===== src/ohci_regs_defines.svh =====
`ifndef OHCI_REGS_DEFINES_SVH
`define OHCI_REGS_DEFINES_SVH

// Byte offsets inside the memory space of one function.
`define HCI_OFS_VERSION 12'h000
`define HCI_OFS_CONTROL 12'h004

// Configuration offset that holds the base address.
`define HCI_CFG_BAR_OFS 8'h10

// Version register layout.
`define HCI_REV_BCD 8'h10
`define HCI_REV_LSB 0
`define HCI_REV_MSB 7
`define HCI_LEGACY_BIT 8

// Control register layout.
`define HCI_RATIO_LSB 0
`define HCI_RATIO_MSB 1
`define HCI_PERIODIC_BIT 2
`define HCI_ISO_BIT 3
`define HCI_CTRL_LIST_BIT 4
`define HCI_BULK_BIT 5
`define HCI_FSTATE_LSB 6
`define HCI_FSTATE_MSB 7
`define HCI_ROUTE_BIT 8
`define HCI_CONN_BIT 9
`define HCI_WAKE_EN_BIT 10

// Reset values of the stored fields.
`define HCI_RATIO_RST 2'h0
`define HCI_ZERO_WORD 32'h0000_0000

// Timing.
`define HCI_CLK_MHZ 200
`define HCI_SOF_START_US 1000

`endif


===== src/ohci_regs_pkg.sv =====
package ohci_regs_pkg;

	// Encodings are fixed by software; they count in plain binary, and wake to running flips both bits.
	typedef enum logic [1:0] {
		state_bus_reset = 2'h0,
		state_wake = 2'h1,
		state_running = 2'h2,
		state_sleep = 2'h3
	} func_state_t;

	typedef struct packed {
		logic remote_wake_enable;
		logic remote_wake_connected;
		logic smi_route_select;
		func_state_t functional_state;
		logic bulk_list_on;
		logic ctrl_list_on;
		logic iso_list_on;
		logic periodic_list_on;
		logic [1:0] ctrl_bulk_ratio;
	} ctrl_t;

	typedef struct packed {
		logic req;
		logic write;
		logic [31:0] addr;
		logic [31:0] wdata;
		logic [3:0] byteEn;
	} mem_req_t;

endpackage : ohci_regs_pkg


===== src/ohci_revision_control_regs.sv =====
`include "ohci_regs_defines.svh"
`timescale 1ns/10ps
`default_nettype none

module ohci_revision_control_regs #(
	parameter int FUNC_INDEX = 0,
	parameter int SPACE_BITS = 12,
	parameter int SOF_START_CYCLES =
		`HCI_SOF_START_US * `HCI_CLK_MHZ
) (
	// Clock and hardware reset.
	input wire logic sys_clk,
	input wire logic sys_rst,

	// Software reset pulse from the command logic.
	input wire logic softReset,

	// Base address from the configuration space.
	input wire logic [31:0] barBase,

	// Memory access from the PCI target.
	input wire ohci_regs_pkg::mem_req_t memReq,
	output logic memHit,
	output logic memAck,
	output logic [31:0] memRdata,

	// Status events from the rest of the controller.
	input wire logic eventIrq,
	input wire logic resumeStatus,
	input wire logic resumeDetected,

	// Interrupt and wake-up outputs.
	output logic hostIrq,
	output logic smiIrq,
	output logic remoteWake,

	// Control towards the list engines and root hub.
	output ohci_regs_pkg::ctrl_t ctrl,
	output logic sofEnable,
	output logic rootHubReset,
	output logic downstreamReset
);

	localparam int CNT_W = $clog2(SOF_START_CYCLES + 1);

	// Parameter values that the version word, the decode and the frame counter cannot serve stop elaboration.
	if (FUNC_INDEX < 0 || FUNC_INDEX > 1) begin : gBadFuncIndex
		$error("FUNC_INDEX must be 0 or 1.");
	end
	if (SPACE_BITS < 3 || SPACE_BITS > 31) begin : gBadSpaceBits
		$error("SPACE_BITS must be 3 to 31.");
	end
	if (SOF_START_CYCLES < 1) begin : gBadSofStart
		$error("SOF_START_CYCLES must be positive.");
	end

	// A word offset matches when the in-space address equals it.
	function automatic logic isReg(
		input logic [31:0] addr,
		input logic [11:0] ofs
	);
		logic [31:0] wide;
		wide = {20'h00000, ofs};
		isReg = (addr[SPACE_BITS-1:2] == wide[SPACE_BITS-1:2]);
	endfunction : isReg

	logic inSpace;
	logic hitVersion;
	logic hitControl;
	logic ctrlWrite;
	logic [31:0] laneMask;
	logic [31:0] ctrlWord;
	logic [31:0] versionWord;
	logic [31:0] mergedWord;

	ohci_regs_pkg::ctrl_t next_ctrl;
	logic next_memAck;
	logic [31:0] next_memRdata;
	logic [CNT_W-1:0] sofCount;
	logic [CNT_W-1:0] next_sofCount;
	logic next_sofEnable;
	logic next_rootHubReset;
	logic hwResetSeen;
	logic next_hwResetSeen;

	// Address decode against the programmed base.
	always_comb begin
		inSpace = (memReq.addr[31:SPACE_BITS] == barBase[31:SPACE_BITS]);
		memHit = memReq.req && inSpace;
		hitVersion = isReg(memReq.addr, `HCI_OFS_VERSION);
		hitControl = isReg(memReq.addr, `HCI_OFS_CONTROL);
		ctrlWrite = memHit && memReq.write && hitControl;
	end

	// Byte lanes of a write.
	for (genvar lane = 0; lane < 4; lane++) begin : gLane
		assign laneMask[lane*8 +: 8] = {8{memReq.byteEn[lane]}};
	end

	always_comb begin
		versionWord = `HCI_ZERO_WORD;
		versionWord[`HCI_REV_MSB:`HCI_REV_LSB] = `HCI_REV_BCD;
		versionWord[`HCI_LEGACY_BIT] = (FUNC_INDEX == 0);
	end

	// Reserved control bits are not stored and read as zero.
	always_comb begin
		ctrlWord = `HCI_ZERO_WORD;
		ctrlWord[`HCI_WAKE_EN_BIT] = ctrl.remote_wake_enable;
		ctrlWord[`HCI_CONN_BIT] = ctrl.remote_wake_connected;
		ctrlWord[`HCI_ROUTE_BIT] = ctrl.smi_route_select;
		ctrlWord[`HCI_FSTATE_MSB:`HCI_FSTATE_LSB] =
			ctrl.functional_state;
		ctrlWord[`HCI_BULK_BIT] = ctrl.bulk_list_on;
		ctrlWord[`HCI_CTRL_LIST_BIT] = ctrl.ctrl_list_on;
		ctrlWord[`HCI_ISO_BIT] = ctrl.iso_list_on;
		ctrlWord[`HCI_PERIODIC_BIT] = ctrl.periodic_list_on;
		ctrlWord[`HCI_RATIO_MSB:`HCI_RATIO_LSB] = ctrl.ctrl_bulk_ratio;
		mergedWord = (ctrlWord & ~laneMask) | (memReq.wdata & laneMask);
	end

	// Read path: one-cycle registered answer, no side effects.
	always_comb begin
		next_memAck = memHit;
		next_memRdata = memRdata;
		if (memHit && !memReq.write) begin
			if (hitVersion) begin
				next_memRdata = versionWord;
			end else if (hitControl) begin
				next_memRdata = ctrlWord;
			end else begin
				next_memRdata = `HCI_ZERO_WORD;
			end
		end
	end

	// Control fields.
	always_comb begin
		next_ctrl = ctrl;
		if (softReset) begin
			// Connected and routing bits survive a soft reset.
			next_ctrl.remote_wake_enable = 1'b0;
			next_ctrl.functional_state = ohci_regs_pkg::state_sleep;
			next_ctrl.bulk_list_on = 1'b0;
			next_ctrl.ctrl_list_on = 1'b0;
			next_ctrl.iso_list_on = 1'b0;
			next_ctrl.periodic_list_on = 1'b0;
			next_ctrl.ctrl_bulk_ratio = `HCI_RATIO_RST;
		end else begin
			if (ctrlWrite) begin
				next_ctrl.remote_wake_enable =
					mergedWord[`HCI_WAKE_EN_BIT];
				next_ctrl.remote_wake_connected =
					mergedWord[`HCI_CONN_BIT];
				next_ctrl.smi_route_select =
					mergedWord[`HCI_ROUTE_BIT];
				next_ctrl.functional_state = ohci_regs_pkg::func_state_t'(
					mergedWord[`HCI_FSTATE_MSB:`HCI_FSTATE_LSB]);
				next_ctrl.bulk_list_on = mergedWord[`HCI_BULK_BIT];
				next_ctrl.ctrl_list_on = mergedWord[`HCI_CTRL_LIST_BIT];
				next_ctrl.iso_list_on = mergedWord[`HCI_ISO_BIT];
				next_ctrl.periodic_list_on =
					mergedWord[`HCI_PERIODIC_BIT];
				next_ctrl.ctrl_bulk_ratio =
					mergedWord[`HCI_RATIO_MSB:`HCI_RATIO_LSB];
			end
			// A resume seen while sleeping is never lost to a write.
			case (ctrl.functional_state)
				ohci_regs_pkg::state_sleep: begin
					if (resumeDetected) begin
						next_ctrl.functional_state =
							ohci_regs_pkg::state_wake;
					end
				end
				ohci_regs_pkg::state_bus_reset,
				ohci_regs_pkg::state_wake,
				ohci_regs_pkg::state_running: begin
				end
				default: begin
					next_ctrl.functional_state = ohci_regs_pkg::state_bus_reset;
				end
			endcase
		end
	end

	// Frame generation starts a fixed time after entering running.
	always_comb begin
		next_sofCount = sofCount;
		next_sofEnable = sofEnable;
		// The wait is counted from the first cycle in running, so the entry cycle reloads.
		// Rewriting running while already running leaves the count alone.
		if (next_ctrl.functional_state != ohci_regs_pkg::state_running ||
			ctrl.functional_state != ohci_regs_pkg::state_running) begin
			next_sofCount = CNT_W'(SOF_START_CYCLES);
			next_sofEnable = 1'b0;
		end else if (sofCount != '0) begin
			next_sofCount = sofCount - CNT_W'(1);
			next_sofEnable = (sofCount == CNT_W'(1));
		end
	end

	// The hub reset is held through hardware reset and for one cycle after its release.
	always_comb begin
		next_hwResetSeen = 1'b1;
		next_rootHubReset = !hwResetSeen;
	end

	always_ff @(posedge sys_clk) begin
		if (sys_rst) begin
			ctrl <= '0;
			memAck <= 1'b0;
			memRdata <= `HCI_ZERO_WORD;
			sofCount <= CNT_W'(SOF_START_CYCLES);
			sofEnable <= 1'b0;
			hwResetSeen <= 1'b0;
			rootHubReset <= 1'b1;
		end else begin
			ctrl <= next_ctrl;
			memAck <= next_memAck;
			memRdata <= next_memRdata;
			sofCount <= next_sofCount;
			sofEnable <= next_sofEnable;
			hwResetSeen <= next_hwResetSeen;
			rootHubReset <= next_rootHubReset;
		end
	end

	// Interrupt routing never looks at the wake enable.
	always_comb begin
		hostIrq = eventIrq && !ctrl.smi_route_select;
		smiIrq = eventIrq && ctrl.smi_route_select;
		remoteWake = ctrl.remote_wake_enable && resumeStatus;
		downstreamReset =
			(ctrl.functional_state == ohci_regs_pkg::state_bus_reset);
	end

endmodule : ohci_revision_control_regs

`default_nettype wire


===== config.mk =====
export PLATFORM = sky130hd
export DESIGN_NAME = ohci_revision_control_regs
export DESIGN_NICKNAME = d
export VERILOG_FILES = /design/src/ohci_regs_pkg.sv /design/src/ohci_revision_control_regs.sv
export VERILOG_INCLUDE_DIRS = /design/src
export SDC_FILE = /design/constraint.sdc
export NUM_CORES = 1
export LEC_CHECK = 0
export BUFFER_PORTS_ARGS = -buffer_cell sky130_fd_sc_hd__buf_4
export CAP_MARGIN = 20
export CORE_ASPECT_RATIO = 0.7
export CORE_MARGIN = 1
export CORE_UTILIZATION = 40
export CTS_CLUSTER_DIAMETER = 60
export DETAILED_ROUTE_END_ITERATION = 8
export PLACE_DENSITY = 0.77
export SYNTH_ARGS = -nofsm -noshare
export SYNTH_HDL_FRONTEND = slang
export SYNTH_SLANG_ARGS = --single-unit

===== constraint.sdc =====
create_clock -name sys_clk -period 6.3 [get_ports sys_clk]
set_input_delay 0.945 -clock sys_clk [delete_from_list [all_inputs] [get_ports sys_clk]]
set_output_delay 0.945 -clock sys_clk [all_outputs]
set_load 0.02 [all_outputs]

==> summary.json, run 1 <==
{
  "place.gp.congestion": {"value": 0.774},
  "final_area": {"value": 3240, "unit": "um^2"},
  "cts.sink_count": {"value": 44},
  "finalSetupTns": {"value": 0, "unit": "ns"},
  "yosys_warnings": {"value": 0},
  "die-height": {"value": 66.5, "unit": "um"},
  "clock_transition_time_at_the_flip_flop_clock_pins_of_the_worst_setup_and_hold_paths": {"value": 0.08, "unit": "ns"},
  "unrepaired_setup_endpoints_after_global_routing": {"value": "false"},
  "setup_ws": {"value": 3.01, "unit": "ns"},
  "post_cts_repair_resize_count": {"value": 0},
  "placedInstanceArea": {"value": 3140, "unit": "um^2"},
  "vias_in_the_first_global_route": {"value": 2072},
  "synth_seq_cells": {"value": 44},
  "most-common-layout-cells": {"value": "sky130_fd_sc_hd__buf_4, sky130_fd_sc_hd__dfxtp_1, sky130_fd_sc_hd__nor2_1"},
  "fp-row-count": {"value": 23},
  "ctsLongestPathBuffers": {"value": 2},
  "insertion_delay": {"value": 0.29, "unit": "ns"},
  "netSwitchingPower": {"value": 0.141, "unit": "mW"},
  "final_max_slew_viol_count": {"value": 0},
  "timing.critical_path.fanout_max": {"value": 7},
  "post_synth_instance_area": {"value": 2380, "unit": "um^2"},
  "ant_diodes": {"value": 0},
  "outcome": {"value": "completed"},
  "dp_hpwl": {"value": 4520, "unit": "um"},
  "critical_path.n_buffers_inverters": {"value": 2},
  "worst_hold_path_type": {"value": "flip-flop to flip-flop"},
  "cellInternalPower": {"value": 0.415, "unit": "mW"},
  "drtIter0Drc": {"value": 125},
  "max-cap-violations": {"value": 0},
  "worst_pin_slew": {"value": 0.774, "unit": "ns"},
  "initial_core_util": {"value": 41.5, "unit": "%"},
  "drt_pass1_iterations": {"value": 4},
  "synth_cell_types": {"value": 47},
  "detail_route.wirelength": {"value": 5680, "unit": "um"},
  "share_comb_of_total_power": {"value": 16.0, "unit": "%"},
  "ctsHoldBuffers": {"value": 0},
  "core-area": {"value": 5730, "unit": "um^2"},
  "area_growth": {"value": 36.1, "unit": "%"},
  "period_share": {"value": 52.2, "unit": "%"},
  "path_delay_family": {"value": "simple AND/OR/NAND/NOR gates"},
  "seqPwrFrac": {"value": 51.2, "unit": "%"},
  "finalWorstPathRequiredPeriod": {"value": 3.29, "unit": "ns"},
  "hold_violations": {"value": 0},
  "detailroute.via_count": {"value": 2235},
  "synth_sequential_area_ratio": {"value": 37.1, "unit": "%"},
  "post-cts-setup-buffer-count": {"value": 0},
  "grt_antenna_before_repair": {"value": 0},
  "critical_path.max_stage_delay": {"value": 0.40, "unit": "ns"},
  "holdPathStages": {"value": 1},
  "wire_per_inst": {"value": 12.6, "unit": "um"},
  "io_pins": {"value": 159},
  "die_x": {"value": 94.1, "unit": "um"},
  "post_synth_edffs": {"value": 0},
  "grt_util_all_layers": {"value": 18.4, "unit": "%"},
  "switching_share": {"value": 25.3, "unit": "%"},
  "cts_tree": {"value": "done"},
  "ys.flop_type": {"value": "sky130_fd_sc_hd__dfxtp_1"},
  "drtAntennaViolNets": {"value": 0},
  "tritoncts.num_buffers": {"value": 5},
  "buffer_ports.inserted": {"value": 100},
  "layout-drive-gt1-share": {"value": 31.8, "unit": "%"},
  "timing.critical_path.slowest_stage_cell": {"value": "sky130_fd_sc_hd__nand4_1"},
  "avgSynthCellArea": {"value": 8.68, "unit": "um^2"},
  "root_buffer": {"value": "sky130_fd_sc_hd__clkbuf_8"},
  "dp_slack": {"value": 2.99, "unit": "ns"},
  "worstSetupPathDepth": {"value": 6},
  "die-area": {"value": 6260, "unit": "um^2"},
  "vias_per_cell": {"value": 4.94},
  "slew-limit-headroom": {"value": 47.9, "unit": "%"},
  "postSynthCellCount": {"value": 274},
  "crit_required": {"value": 5.35, "unit": "ns"},
  "hold_slack": {"value": 0.371, "unit": "ns"},
  "power_density": {"value": 172, "unit": "nW/um^2"},
  "design.final.nets": {"value": 486},
  "grt_pass1_wl": {"value": 9130, "unit": "um"},
  "crit_chain": {"value": "buf_4 > xor2_1 > nor4_1 > nand4_1 > nor3_1 > buf_4"},
  "cpMostUsedCell": {"value": "sky130_fd_sc_hd__buf_4"},
  "endpoint_kind": {"value": "output pin"},
  "final.setup_skew": {"value": 0.00891, "unit": "ns"},
  "fmaxAchievable": {"value": 304, "unit": "MHz"},
  "timing.setup.critical_path_class": {"value": "input port to output pin"},
  "worst-r2r-cell-count": {"value": 5},
  "critPathLaunchType": {"value": "input port"},
  "async_reset_ff_share": {"value": 0, "unit": "%"},
  "grt_max_degree": {"value": 21},
  "peakVddDrop": {"value": 0.126, "unit": "mV"},
  "power.static_leakage": {"value": 1.39, "unit": "nW"},
  "critPathArrivalTime": {"value": 2.34, "unit": "ns"},
  "ctsHtreeMaxLevel": {"value": 2},
  "finalSetupViolCount": {"value": 0},
  "share_clk_of_total_power": {"value": 32.8, "unit": "%"},
  "grt_remaining_overflow": {"value": 0},
  "drt_drc_violations_left": {"value": 0},
  "final_common_cell": {"value": "sky130_fd_sc_hd__buf_4"}
}
[metrics by stage]
| step | instances | total power [mW] | util, % |
|---|---|---|---|
| floorplan | 294 | 0.343 | - |
| global placement | 444 | 0.377 | 54.8 |
| detailed placement | 444 | 0.380 | 54.8 |
| CTS | 452 | 0.563 | 56.5 |
| global route | 452 | 0.588 | 56.5 |
| finish | 452 | 0.556 | 56.5 |
[cell families after synthesis]
kind of cell / after synthesis / synth area share (%)
AOI/OAI and AO/OA: 36 / 9.89
xor gates and xnor gates: 27 / 9.95
adders and majority gates: 2 / 1.05
buffers and inverters: 37 / 9.16
DFF: 44 / 37.1
muxes: 12 / 5.05
other: 1 / 0.158
and+or+nand+nor: 115 / 27.7
[cells in the mapped netlist, drive strengths merged, types with 2 or more instances]
| cell type | count | share of area [%] |
|---|---|---|
| or4 | 3 | 1.1 |
| nand2b | 12 | 3.2 |
| nand4 | 3 | 0.79 |
| nand3b | 2 | 0.63 |
| and2 | 2 | 0.53 |
| xnor2 | 14 | 5.2 |
| buf | 22 | 6.8 |
| ha | 2 | 1.1 |
| inv | 10 | 1.6 |
| nor4 | 9 | 3.9 |
| or3 | 5 | 1.3 |
| nand3 | 14 | 2.9 |
| nand2 | 8 | 1.3 |
| o41ai | 2 | 0.74 |
| o31ai | 2 | 0.63 |
| xor2 | 13 | 4.8 |
| clkbuf | 5 | 0.79 |
| o21ai | 3 | 0.63 |
| a21oi | 17 | 3.6 |
| nor2b | 2 | 0.53 |
| o21bai | 2 | 0.63 |
| nor2 | 31 | 4.9 |
| dfxtp | 44 | 37 |
| nor3 | 16 | 3.4 |
| or2 | 2 | 0.53 |
| mux2i | 12 | 5.1 |
[layout make-up]
| type | count | area [um^2] |
|---|---|---|
| inverters | 10 | 37.5 |
| multi-input cells | 213 | 1360 |
| clock buffers | 6 | 82.6 |
| repair buffers | 102 | 766 |
| flip-flops and latches | 44 | 881 |
| clock inverters | 2 | 15.0 |
| well taps | 75 | 93.8 |
| fillers | 532 | 2490 |
[metal layers]
layer	routed length, um	track usage (%)
met2	2680	31.5
met1	2560	22.9
met5	0	0
met3	360	4.34
met4	80	5.38
[worst register-to-register path, stage by stage, from the launching register on]
cell,delay (ns)
sky130_fd_sc_hd__dfxtp_1,0.37
sky130_fd_sc_hd__nor4_2,0.59
sky130_fd_sc_hd__nand3_1,0.27
sky130_fd_sc_hd__o31ai_1,0.70
sky130_fd_sc_hd__nor3_1,0.08
sky130_fd_sc_hd__or3b_1,0.36
[final timing paths]
kind | startpoint | to | slack [ns]
worst max-delay path | barBase[19] | memHit | 3.01
worst min-delay path | hwResetSeen$_DFF_P_ | rootHubReset$_SDFF_PP1_ | 0.37
worst max register to register | sofCount[2]$_SDFFE_PP0P_ | sofCount[8]$_SDFFE_PP1P_ | 3.81
worst min register to register | hwResetSeen$_DFF_P_ | rootHubReset$_SDFF_PP1_ | 0.37
[power groups by stage]
stage                     registers, mW  clock network [mW]  logic [mW]
after floorplan                   0.292                   0      0.0519
after global placement            0.291                   0      0.0867
after detailed placement          0.291                   0      0.0887
after CTS                         0.285               0.189      0.0891
after global routing              0.285               0.205      0.0975
final                             0.285               0.183      0.0888
No activity file was read; power rests on OpenSTA's default activity.
==> run 2: changes to the inputs <==
Settings changed: ABC_AREA set to 1, PLACE_DENSITY 0.77 to 0.76.
Clock period 6.3 ns to 2.9 ns, I/O delays scaled along.
==> run 2 against run 1 <==
Against the previous run: critical path type is now flip-flop to flip-flop; hold slack lost 0.015 ns; count of clock-buffer cells in the layout did not move; total power increased by 130%; sequential power is 120% higher; global-route usage grew 0.97 points; final cell count rose by 45%; non-clock buffer count shrank 1; die area increased by 22%; routed wire length is 27% higher.
==> summary.json, run 2 <==
{
  "endpoint_kind": {"value": "flip-flop", "change": "was output pin"},
  "synthXorXnorAreaFrac": {"value": 3.62, "unit": "%", "change": "was 9.95%"},
  "finalSetupTns": {"value": 0, "unit": "ns", "change": "unchanged"},
  "ant_diodes": {"value": 0, "change": "unchanged"},
  "gr-usage-met1": {"value": 26.6, "unit": "%", "change": "was 22.9%"},
  "drt_pass1_iterations": {"value": 4, "change": "unchanged"},
  "grt_pass1_wl": {"value": 11900, "unit": "um", "change": "was 9130 um"},
  "die-height": {"value": 73.3, "unit": "um", "change": "was 66.5 um"},
  "hold_path_startpoint": {"value": "memReq[4]", "change": "was hwResetSeen$_DFF_P_"},
  "die-area": {"value": 7610, "unit": "um^2", "change": "was 6260 um^2"},
  "wire_per_inst": {"value": 11.0, "unit": "um", "change": "was 12.6 um"},
  "ys.flop_type": {"value": "sky130_fd_sc_hd__dfxtp_1", "change": "unchanged"},
  "final_common_cell": {"value": "sky130_fd_sc_hd__nand2_1", "change": "was sky130_fd_sc_hd__buf_4"},
  "design.final.nets": {"value": 670, "change": "was 486"},
  "die_x": {"value": 104, "unit": "um", "change": "was 94.1 um"},
  "post-cts-setup-buffer-count": {"value": 0, "change": "unchanged"},
  "ctsLongestPathBuffers": {"value": 2, "change": "unchanged"},
  "dp_hpwl": {"value": 5890, "unit": "um", "change": "was 4520 um"},
  "cts.sink_count": {"value": 44, "change": "unchanged"},
  "fmaxAchievable": {"value": 469, "unit": "MHz"},
  "synth_seq_cells": {"value": 44, "change": "unchanged"},
  "buffer_ports.inserted": {"value": 100, "change": "unchanged"},
  "initial_core_util": {"value": 42.2, "unit": "%", "change": "was 41.5%"},
  "drtAntennaViolNets": {"value": 0, "change": "unchanged"},
  "report.power.total": {"value": 1.28, "unit": "mW", "change": "was 0.556 mW"},
  "synth_sequential_area_ratio": {"value": 30.3, "unit": "%", "change": "was 37.1%"},
  "power_density": {"value": 340, "unit": "nW/um^2", "change": "was 172 nW/um^2"},
  "drt_drc_violations_left": {"value": 0, "change": "unchanged"},
  "synth_largest_type_area_fraction": {"value": 30.3, "unit": "%", "change": "was 37.1%"},
  "synth_largest_area_cell": {"value": "sky130_fd_sc_hd__dfxtp_1", "change": "unchanged"},
  "worst-r2r-cell-count": {"value": 11, "change": "was 5"},
  "worst_hold_path_type": {"value": "input port to flip-flop", "change": "was flip-flop to flip-flop"},
  "ctsHtreeMaxLevel": {"value": 2, "change": "unchanged"},
  "rrSetupSlack": {"value": 0.77, "unit": "ns", "change": "was 3.81 ns"},
  "synth-simple-area-share": {"value": 40.8, "unit": "%", "change": "was 27.7%"},
  "timing.setup.critical_path_class": {"value": "flip-flop to flip-flop", "change": "was input port to output pin"},
  "grtUsageMet2": {"value": 31.3, "unit": "%", "change": "was 31.5%"},
  "vias_in_the_first_global_route": {"value": 2652, "change": "was 2,072"},
  "synthAdderAreaFrac": {"value": 0.862, "unit": "%", "change": "was 1.05%"},
  "holdPathStages": {"value": 3, "change": "was 1"},
  "final_area": {"value": 3760, "unit": "um^2", "change": "was 3240 um^2"},
  "synth_compound_area_share": {"value": 7.76, "unit": "%", "change": "was 9.89%"},
  "fp-row-count": {"value": 25, "change": "was 23"},
  "area_growth": {"value": 29.6, "unit": "%", "change": "was 36.1%"},
  "reg2reg_to": {"value": "sofCount[4]$_SDFFE_PP0P_", "change": "was sofCount[8]$_SDFFE_PP1P_"},
  "timing.critical_path.slowest_stage_cell": {"value": "sky130_fd_sc_hd__dfxtp_1", "change": "was sky130_fd_sc_hd__nand4_1"},
  "placedInstanceArea": {"value": 3660, "unit": "um^2", "change": "was 3140 um^2"},
  "core-area": {"value": 6880, "unit": "um^2", "change": "was 5730 um^2"},
  "timing.critical_path.fanout_max": {"value": 10, "change": "was 7"},
  "most-common-layout-cells": {"value": "sky130_fd_sc_hd__nand2_1, sky130_fd_sc_hd__buf_4, sky130_fd_sc_hd__nor2_1", "change": "was sky130_fd_sc_hd__buf_4, sky130_fd_sc_hd__dfxtp_1, sky130_fd_sc_hd__nor2_1"},
  "async_reset_ff_share": {"value": 0, "unit": "%", "change": "unchanged"},
  "power.static_leakage": {"value": 2.10, "unit": "nW", "change": "was 1.39 nW"},
  "grt_util_all_layers": {"value": 19.4, "unit": "%", "change": "was 18.4%"},
  "critPathArrivalTime": {"value": 2.33, "unit": "ns", "change": "was 2.34 ns"},
  "tritoncts.num_buffers": {"value": 5, "change": "unchanged"},
  "dominant_combinational_cell_family_by_area_after_synthesis": {"value": "simple AND/OR/NAND/NOR gates", "change": "unchanged"},
  "yosysMostFrequentCell": {"value": "sky130_fd_sc_hd__nand2_1", "change": "was sky130_fd_sc_hd__dfxtp_1"},
  "yosys_warnings": {"value": 0, "change": "unchanged"},
  "drtIter0Drc": {"value": 184, "change": "was 125"},
  "finalSetupViolCount": {"value": 0, "change": "unchanged"},
  "hold_violations": {"value": 0, "change": "unchanged"},
  "crit_chain": {"value": "inv_1 > ha_1 > nand2_1 > nor2_1 > inv_2 > nor2_2 > nand3_2 > inv_2 > nor3_1 > a22oi_1 > nor2_2", "change": "was buf_4 > xor2_1 > nor4_1 > nand4_1 > nor3_1 > buf_4"},
  "grt_max_degree": {"value": 23, "change": "was 21"},
  "crit_required": {"value": 3.10, "unit": "ns", "change": "was 5.35 ns"},
  "yosys-top-cells-count": {"value": "sky130_fd_sc_hd__nand2_1, sky130_fd_sc_hd__nor2_1, sky130_fd_sc_hd__inv_1, sky130_fd_sc_hd__dfxtp_1, sky130_fd_sc_hd__buf_4", "change": "was sky130_fd_sc_hd__dfxtp_1, sky130_fd_sc_hd__nor2_1, sky130_fd_sc_hd__buf_4, sky130_fd_sc_hd__a21oi_1, sky130_fd_sc_hd__nor3_1"},
  "avgSynthCellArea": {"value": 6.32, "unit": "um^2", "change": "was 8.68 um^2"},
  "post_cts_repair_resize_count": {"value": 0, "change": "unchanged"},
  "clock_transition_time_at_the_flip_flop_clock_pins_of_the_worst_setup_and_hold_paths": {"value": 0.09, "unit": "ns", "change": "was 0.08 ns"},
  "postSynthCellCount": {"value": 459, "change": "was 274"},
  "detailroute.via_count": {"value": 2988, "change": "was 2,235"},
  "detail_route.wirelength": {"value": 7180, "unit": "um", "change": "was 5680 um"},
  "yosys-mux-area-fraction": {"value": 0, "unit": "%", "change": "was 5.05%"},
  "finalWorstPathRequiredPeriod": {"value": 2.13, "unit": "ns"},
  "grt_antenna_before_repair": {"value": 0, "change": "unchanged"},
  "io_pins": {"value": 159, "change": "unchanged"},
  "layout-drive-gt1-share": {"value": 24.2, "unit": "%", "change": "was 31.8%"},
  "cts_tree": {"value": "done", "change": "unchanged"},
  "insertion_delay": {"value": 0.31, "unit": "ns", "change": "was 0.29 ns"},
  "grt.busiest_layer": {"value": "met2", "change": "unchanged"},
  "post_synth_main_area_contributors": {"value": "sky130_fd_sc_hd__dfxtp_1, sky130_fd_sc_hd__nand2_1, sky130_fd_sc_hd__nor2_1", "change": "was sky130_fd_sc_hd__dfxtp_1, sky130_fd_sc_hd__buf_4, sky130_fd_sc_hd__xnor2_1"},
  "post_synth_edffs": {"value": 0, "change": "unchanged"},
  "max-cap-violations": {"value": 0, "change": "unchanged"},
  "place.gp.congestion": {"value": 0.886, "change": "was 0.774"},
  "outcome": {"value": "completed", "change": "unchanged"},
  "final.setup_skew": {"value": 0.00496, "unit": "ns", "change": "was 0.00891 ns"},
  "met3_track_utilization_from_global_routing": {"value": 3.19, "unit": "%", "change": "was 4.34%"},
  "unrepaired_setup_endpoints_after_global_routing": {"value": "false", "change": "unchanged"},
  "root_buffer": {"value": "sky130_fd_sc_hd__clkbuf_8", "change": "unchanged"},
  "peakVddDrop": {"value": 0.176, "unit": "mV", "change": "was 0.126 mV"},
  "critical_path.max_stage_delay": {"value": 0.37, "unit": "ns", "change": "was 0.40 ns"},
  "reg2reg_from": {"value": "sofCount[0]$_SDFFE_PP0P_", "change": "was sofCount[2]$_SDFFE_PP0P_"},
  "critPathLaunchType": {"value": "flip-flop", "change": "was input port"},
  "final_max_slew_viol_count": {"value": 0, "change": "unchanged"},
  "grt_remaining_overflow": {"value": 0, "change": "unchanged"},
  "synth_cell_types": {"value": 36, "change": "was 47"},
  "ctsHoldBuffers": {"value": 0, "change": "unchanged"},
  "post_synth_instance_area": {"value": 2900, "unit": "um^2", "change": "was 2380 um^2"},
  "period_share": {"value": 73.6, "unit": "%"},
  "vias_per_cell": {"value": 4.56, "change": "was 4.94"}
}
[run 2: area by class of cell]
class | count | area [um^2]
Clock buffer | 6 | 82.6
Clock inverter | 2 | 15.0
Fill cell | 682 | 3120
Inverter | 77 | 289
Multi-Input combinational cell | 331 | 1620
Sequential cell | 44 | 881
Tap cell | 94 | 118
Timing Repair Buffer | 101 | 758
[run 2: worst max path at each step]
stage | from | to | depth (start not counted)
2_1_floorplan | memReq[47] | sofEnable$_SDFFE_PP0P_ | 11
3_3_place_gp | sofCount[0]$_SDFFE_PP0P_ | sofCount[4]$_SDFFE_PP0P_ | 11
4_1_cts | sofCount[0]$_SDFFE_PP0P_ | sofCount[4]$_SDFFE_PP0P_ | 11
3_5_place_dp | memReq[47] | sofCount[6]$_SDFFE_PP1P_ | 10
5_1_grt | sofCount[0]$_SDFFE_PP0P_ | sofCount[7]$_SDFFE_PP0P_ | 11
6_report | sofCount[0]$_SDFFE_PP0P_ | sofCount[4]$_SDFFE_PP0P_ | 11
[run 2: per-layer routing]
layer	routed length, um	share of wire (%)
met1	3530	49
met2	3090	43
met3	439	6.1
met4	118	1.6
met5	0	0
[run 2: worst max-delay path, delay by kind of cell (launching register included)]
kind | cells | cell delay, ns
AOI/OAI and AO/OA | 1 | 0.20
buffers and inverters | 3 | 0.38
DFF | 1 | 0.37
and+or+nand+nor | 6 | 0.86
adders and majority gates | 1 | 0.22
[run 2: metrics by stage]
stage | worst slack [ns] | instances | hold slack (ns) | utilization, %
6_report | 0.767 | 655 | 0.356 | 54.7
4_1_cts | 0.788 | 655 | 0.356 | 54.7
3_5_place_dp | 0.781 | 647 | 0.362 | 53.2
5_1_grt | 0.623 | 655 | 0.349 | 54.7
3_3_place_gp | 0.834 | 647 | 0.360 | 53.2
2_1_floorplan | 1.12 | 479 | 0.352 | -
[run 2: cell families after synthesis]
family / count (synthesis)
XOR/XNOR: 12
adder cells (fa/ha/maj): 2
AO/OA/AOI/OAI: 36
other: 1
AND/OR/NAND/NOR: 260
buffers and inverters: 104
flip-flops: 44
[run 2: power by group]
| part | leakage [nW] | internal [mW] | switching (mW) |
|---|---|---|---|
| Combinational | 1.70 | 0.108 | 0.137 |
| Sequential | 0.356 | 0.609 | 0.00723 |
| Clock | 0.0434 | 0.193 | 0.225 |
==> run 3: changes to the inputs <==
Clock period 2.9 ns to 1.9 ns, I/O delays scaled along.
==> run 3 against run 2 <==
Against the previous run: sequential share of layout area fell by 0.81 points; sequential power increased by 52%; register-to-register slack got worse by 0.61 ns; count of clock-buffer cells in the layout is 1 lower; routed wire length grew 2.4%; non-clock buffer count grew 12; combinational power up 56%; global-route usage grew 0.64 points; worst setup slack worse by 0.61 ns; utilization up 2.0 points; final area rose by 3.6%; critical endpoint is now sofCount[13]$_SDFFE_PP0P_; largest cell class unchanged; highest routed layer unchanged.
==> summary.json, run 3 (same netlist as run 2, synthesis figures left out) <==
{
  "critical_path.max_stage_delay": {"value": 0.34, "unit": "ns", "change": "was 0.37 ns"},
  "ctsHoldBuffers": {"value": 0, "change": "unchanged"},
  "crit_required": {"value": 2.09, "unit": "ns", "change": "was 3.10 ns"},
  "die-area": {"value": 7610, "unit": "um^2", "change": "unchanged"},
  "tritoncts.num_buffers": {"value": 5, "change": "unchanged"},
  "insertion_delay": {"value": 0.30, "unit": "ns", "change": "was 0.31 ns"},
  "finalWorstPathRequiredPeriod": {"value": 1.75, "unit": "ns", "change": "was 2.13 ns"},
  "worst-r2r-cell-count": {"value": 11, "change": "unchanged"},
  "detailroute.via_count": {"value": 3038, "change": "was 2,988"},
  "period_share": {"value": 91.9, "unit": "%", "change": "was 73.6%"},
  "hold_violations": {"value": 0, "change": "unchanged"},
  "most-common-layout-cells": {"value": "sky130_fd_sc_hd__nand2_1, sky130_fd_sc_hd__buf_4, sky130_fd_sc_hd__nor2_1", "change": "unchanged"},
  "drt_drc_violations_left": {"value": 0, "change": "unchanged"},
  "grt_pass1_wl": {"value": 12200, "unit": "um", "change": "was 11,900 um"},
  "critPathArrivalTime": {"value": 1.94, "unit": "ns", "change": "was 2.33 ns"},
  "fp-row-count": {"value": 25, "change": "unchanged"},
  "layout-drive-gt1-share": {"value": 26.0, "unit": "%", "change": "was 24.2%"},
  "grt_util_all_layers": {"value": 20.0, "unit": "%", "change": "was 19.4%"},
  "area_growth": {"value": 34.2, "unit": "%", "change": "was 29.6%"},
  "final_cell_count_no_fill": {"value": 667, "change": "was 655"},
  "fmaxAchievable": {"value": 573, "unit": "MHz", "change": "was 469 MHz"},
  "cts.sink_count": {"value": 44, "change": "unchanged"},
  "design.final.nets": {"value": 682, "change": "was 670"},
  "register_area": {"value": 881, "unit": "um^2", "change": "unchanged"},
  "die-height": {"value": 73.3, "unit": "um", "change": "unchanged"},
  "initial_core_util": {"value": 42.2, "unit": "%", "change": "unchanged"},
  "power_density": {"value": 529, "unit": "nW/um^2", "change": "was 340 nW/um^2"},
  "timing.critical_path.slowest_stage_cell": {"value": "sky130_fd_sc_hd__dfxtp_1", "change": "unchanged"},
  "grt_max_degree": {"value": 23, "change": "unchanged"},
  "cpMostUsedCell": {"value": "sky130_fd_sc_hd__nor2_1"},
  "clock_transition_time_at_the_flip_flop_clock_pins_of_the_worst_setup_and_hold_paths": {"value": 0.09, "unit": "ns", "change": "about the same"},
  "timing.setup.critical_path_class": {"value": "flip-flop to flip-flop", "change": "unchanged"},
  "buffer_ports.inserted": {"value": 100, "change": "unchanged"},
  "drtAntennaViolNets": {"value": 0, "change": "unchanged"},
  "multi_input_area": {"value": 1630, "unit": "um^2", "change": "was 1620 um^2"},
  "numPlacedInstances": {"value": 659, "change": "was 647"},
  "drt_pass1_iterations": {"value": 4, "change": "unchanged"},
  "grt_remaining_overflow": {"value": 0, "change": "unchanged"},
  "ant_diodes": {"value": 0, "change": "unchanged"},
  "n_fill_cell": {"value": 637, "change": "was 682"},
  "unrepaired_setup_endpoints_after_global_routing": {"value": "false", "change": "unchanged"},
  "worst_hold_path_type": {"value": "input port to flip-flop", "change": "unchanged"},
  "power.static_leakage": {"value": 2.17, "unit": "nW", "change": "was 2.10 nW"},
  "wire_per_inst": {"value": 11.0, "unit": "um", "change": "about the same"},
  "holdPathStages": {"value": 3, "change": "unchanged"},
  "max-cap-violations": {"value": 0, "change": "unchanged"},
  "finalSetupViolCount": {"value": 0, "change": "unchanged"},
  "final_max_slew_viol_count": {"value": 0, "change": "unchanged"},
  "endpoint_kind": {"value": "flip-flop", "change": "unchanged"},
  "dp_slack": {"value": -0.0641, "unit": "ns", "change": "was 0.781 ns"},
  "final_common_cell": {"value": "sky130_fd_sc_hd__nand2_1", "change": "unchanged"},
  "ctsHtreeMaxLevel": {"value": 2, "change": "unchanged"},
  "vias_per_cell": {"value": 4.55, "change": "was 4.56"},
  "place.gp.congestion": {"value": 0.893, "change": "was 0.886"},
  "dp_hpwl": {"value": 6060, "unit": "um", "change": "was 5890 um"},
  "timing.critical_path.fanout_max": {"value": 8, "change": "was 10"},
  "drtIter0Drc": {"value": 144, "change": "was 184"},
  "ctsLongestPathBuffers": {"value": 2, "change": "unchanged"},
  "cts_tree": {"value": "done", "change": "unchanged"},
  "die_x": {"value": 104, "unit": "um", "change": "unchanged"},
  "final.setup_skew": {"value": 0.00631, "unit": "ns", "change": "was 0.00496 ns"},
  "core-area": {"value": 6880, "unit": "um^2", "change": "unchanged"},
  "io_pins": {"value": 159, "change": "unchanged"},
  "vias_in_the_first_global_route": {"value": 2797, "change": "was 2,652"},
  "peakVddDrop": {"value": 0.322, "unit": "mV", "change": "was 0.176 mV"},
  "critPathLaunchType": {"value": "flip-flop", "change": "unchanged"},
  "grt_antenna_before_repair": {"value": 0, "change": "unchanged"},
  "detail_route.wirelength": {"value": 7360, "unit": "um", "change": "was 7180 um"},
  "outcome": {"value": "completed", "change": "unchanged"},
  "crit_chain": {"value": "inv_1 > ha_1 > nand2_1 > nor2_2 > inv_2 > nor2_4 > nand3_4 > nand4_1 > nor2_1 > xnor2_1 > nor2_1", "change": "was inv_1 > ha_1 > nand2_1 > nor2_1 > inv_2 > nor2_2 > nand3_2 > inv_2 > nor3_1 > a22oi_1 > nor2_2"},
  "root_buffer": {"value": "sky130_fd_sc_hd__clkbuf_8", "change": "unchanged"},
  "hold_slack": {"value": 0.215, "unit": "ns", "change": "was 0.356 ns"},
  "setup_ws": {"value": 0.153, "unit": "ns", "change": "was 0.767 ns"}
}
run 3: cell count changes in the layout (fill, tap and decap cells not counted):
cell                         delta
sky130_fd_sc_hd__buf_12         +1
sky130_fd_sc_hd__buf_4         +11
sky130_fd_sc_hd__bufinv_16      +1
sky130_fd_sc_hd__clkbuf_8       -1
sky130_fd_sc_hd__clkinvlp_4     -1
sky130_fd_sc_hd__inv_6          +1
sky130_fd_sc_hd__nand3_2        -1
sky130_fd_sc_hd__nand3_4        +1
sky130_fd_sc_hd__nor2_1         -1
sky130_fd_sc_hd__nor2_4         +1
run 3: metrics by stage:
step	util [%]	area, um^2	total power [mW]	TNS, ns
after floorplan	-	2980	1.20	0
after global placement	54.7	3770	1.33	0
after detailed placement	54.7	3770	1.34	-0.292
after CTS	56.4	3880	2.07	0
after global routing	56.6	3900	2.17	0
final	56.6	3900	2.06	0
run 3: repair_timing:
| item | 4_1_cts | 5_1_grt |
|---|---|---|
| setup buffers | 0 | 0 |
| gates resized for setup | 0 | 3 |
| setup endpoints to repair | 0 | 7 |
run 3: critical path: cells and delay by family (launching register included):
family                   cells  cell delay, ns
XOR/XNOR                     1            0.13
adder cells (fa/ha/maj)      1            0.17
buffers and inverters        2            0.14
flip-flops                   1            0.34
AND/OR/NAND/NOR              7            0.84
run 3: path summary, 6_finish.rpt:
check / end / from / slack, ns
worst max-delay path: sofCount[13]$_SDFFE_PP0P_ / sofCount[1]$_SDFFE_PP0P_ / 0.15
worst max register to register: sofCount[13]$_SDFFE_PP0P_ / sofCount[1]$_SDFFE_PP0P_ / 0.15
worst min register to register: rootHubReset$_SDFF_PP1_ / hwResetSeen$_DFF_P_ / 0.40
worst min-delay path: flip-flop / memReq[9] / 0.22
run 3: routing by layer:
layer | global-route usage, % | wire length, um | vias up
met5 | 0 | 0 | -
met4 | 7.30 | 147 | 0
met3 | 3.46 | 453 | 12
met2 | 32.1 | 3130 | 100
met1 | 27.2 | 3620 | 1320
li1 | - | - | 1606
run 3: power breakdown:
| part | switching (mW) | leakage, nW | internal (mW) | total, mW |
|---|---|---|---|---|
| Sequential | 0.0100 | 0.356 | 0.929 | 0.939 |
| Combinational | 0.211 | 1.76 | 0.172 | 0.383 |
| Clock | 0.342 | 0.0548 | 0.396 | 0.738 |
run 3: layout make-up:
| type | instances | area share (%) |
|---|---|---|
| Tap cell | 94 | 3.02 |
| Multi-Input combinational cell | 331 | 41.9 |
| Sequential cell | 44 | 22.6 |
| Inverter | 77 | 7.42 |
| Clock inverter | 3 | 1.19 |
| Clock buffer | 5 | 1.77 |
| Timing Repair Buffer | 113 | 22.1 |
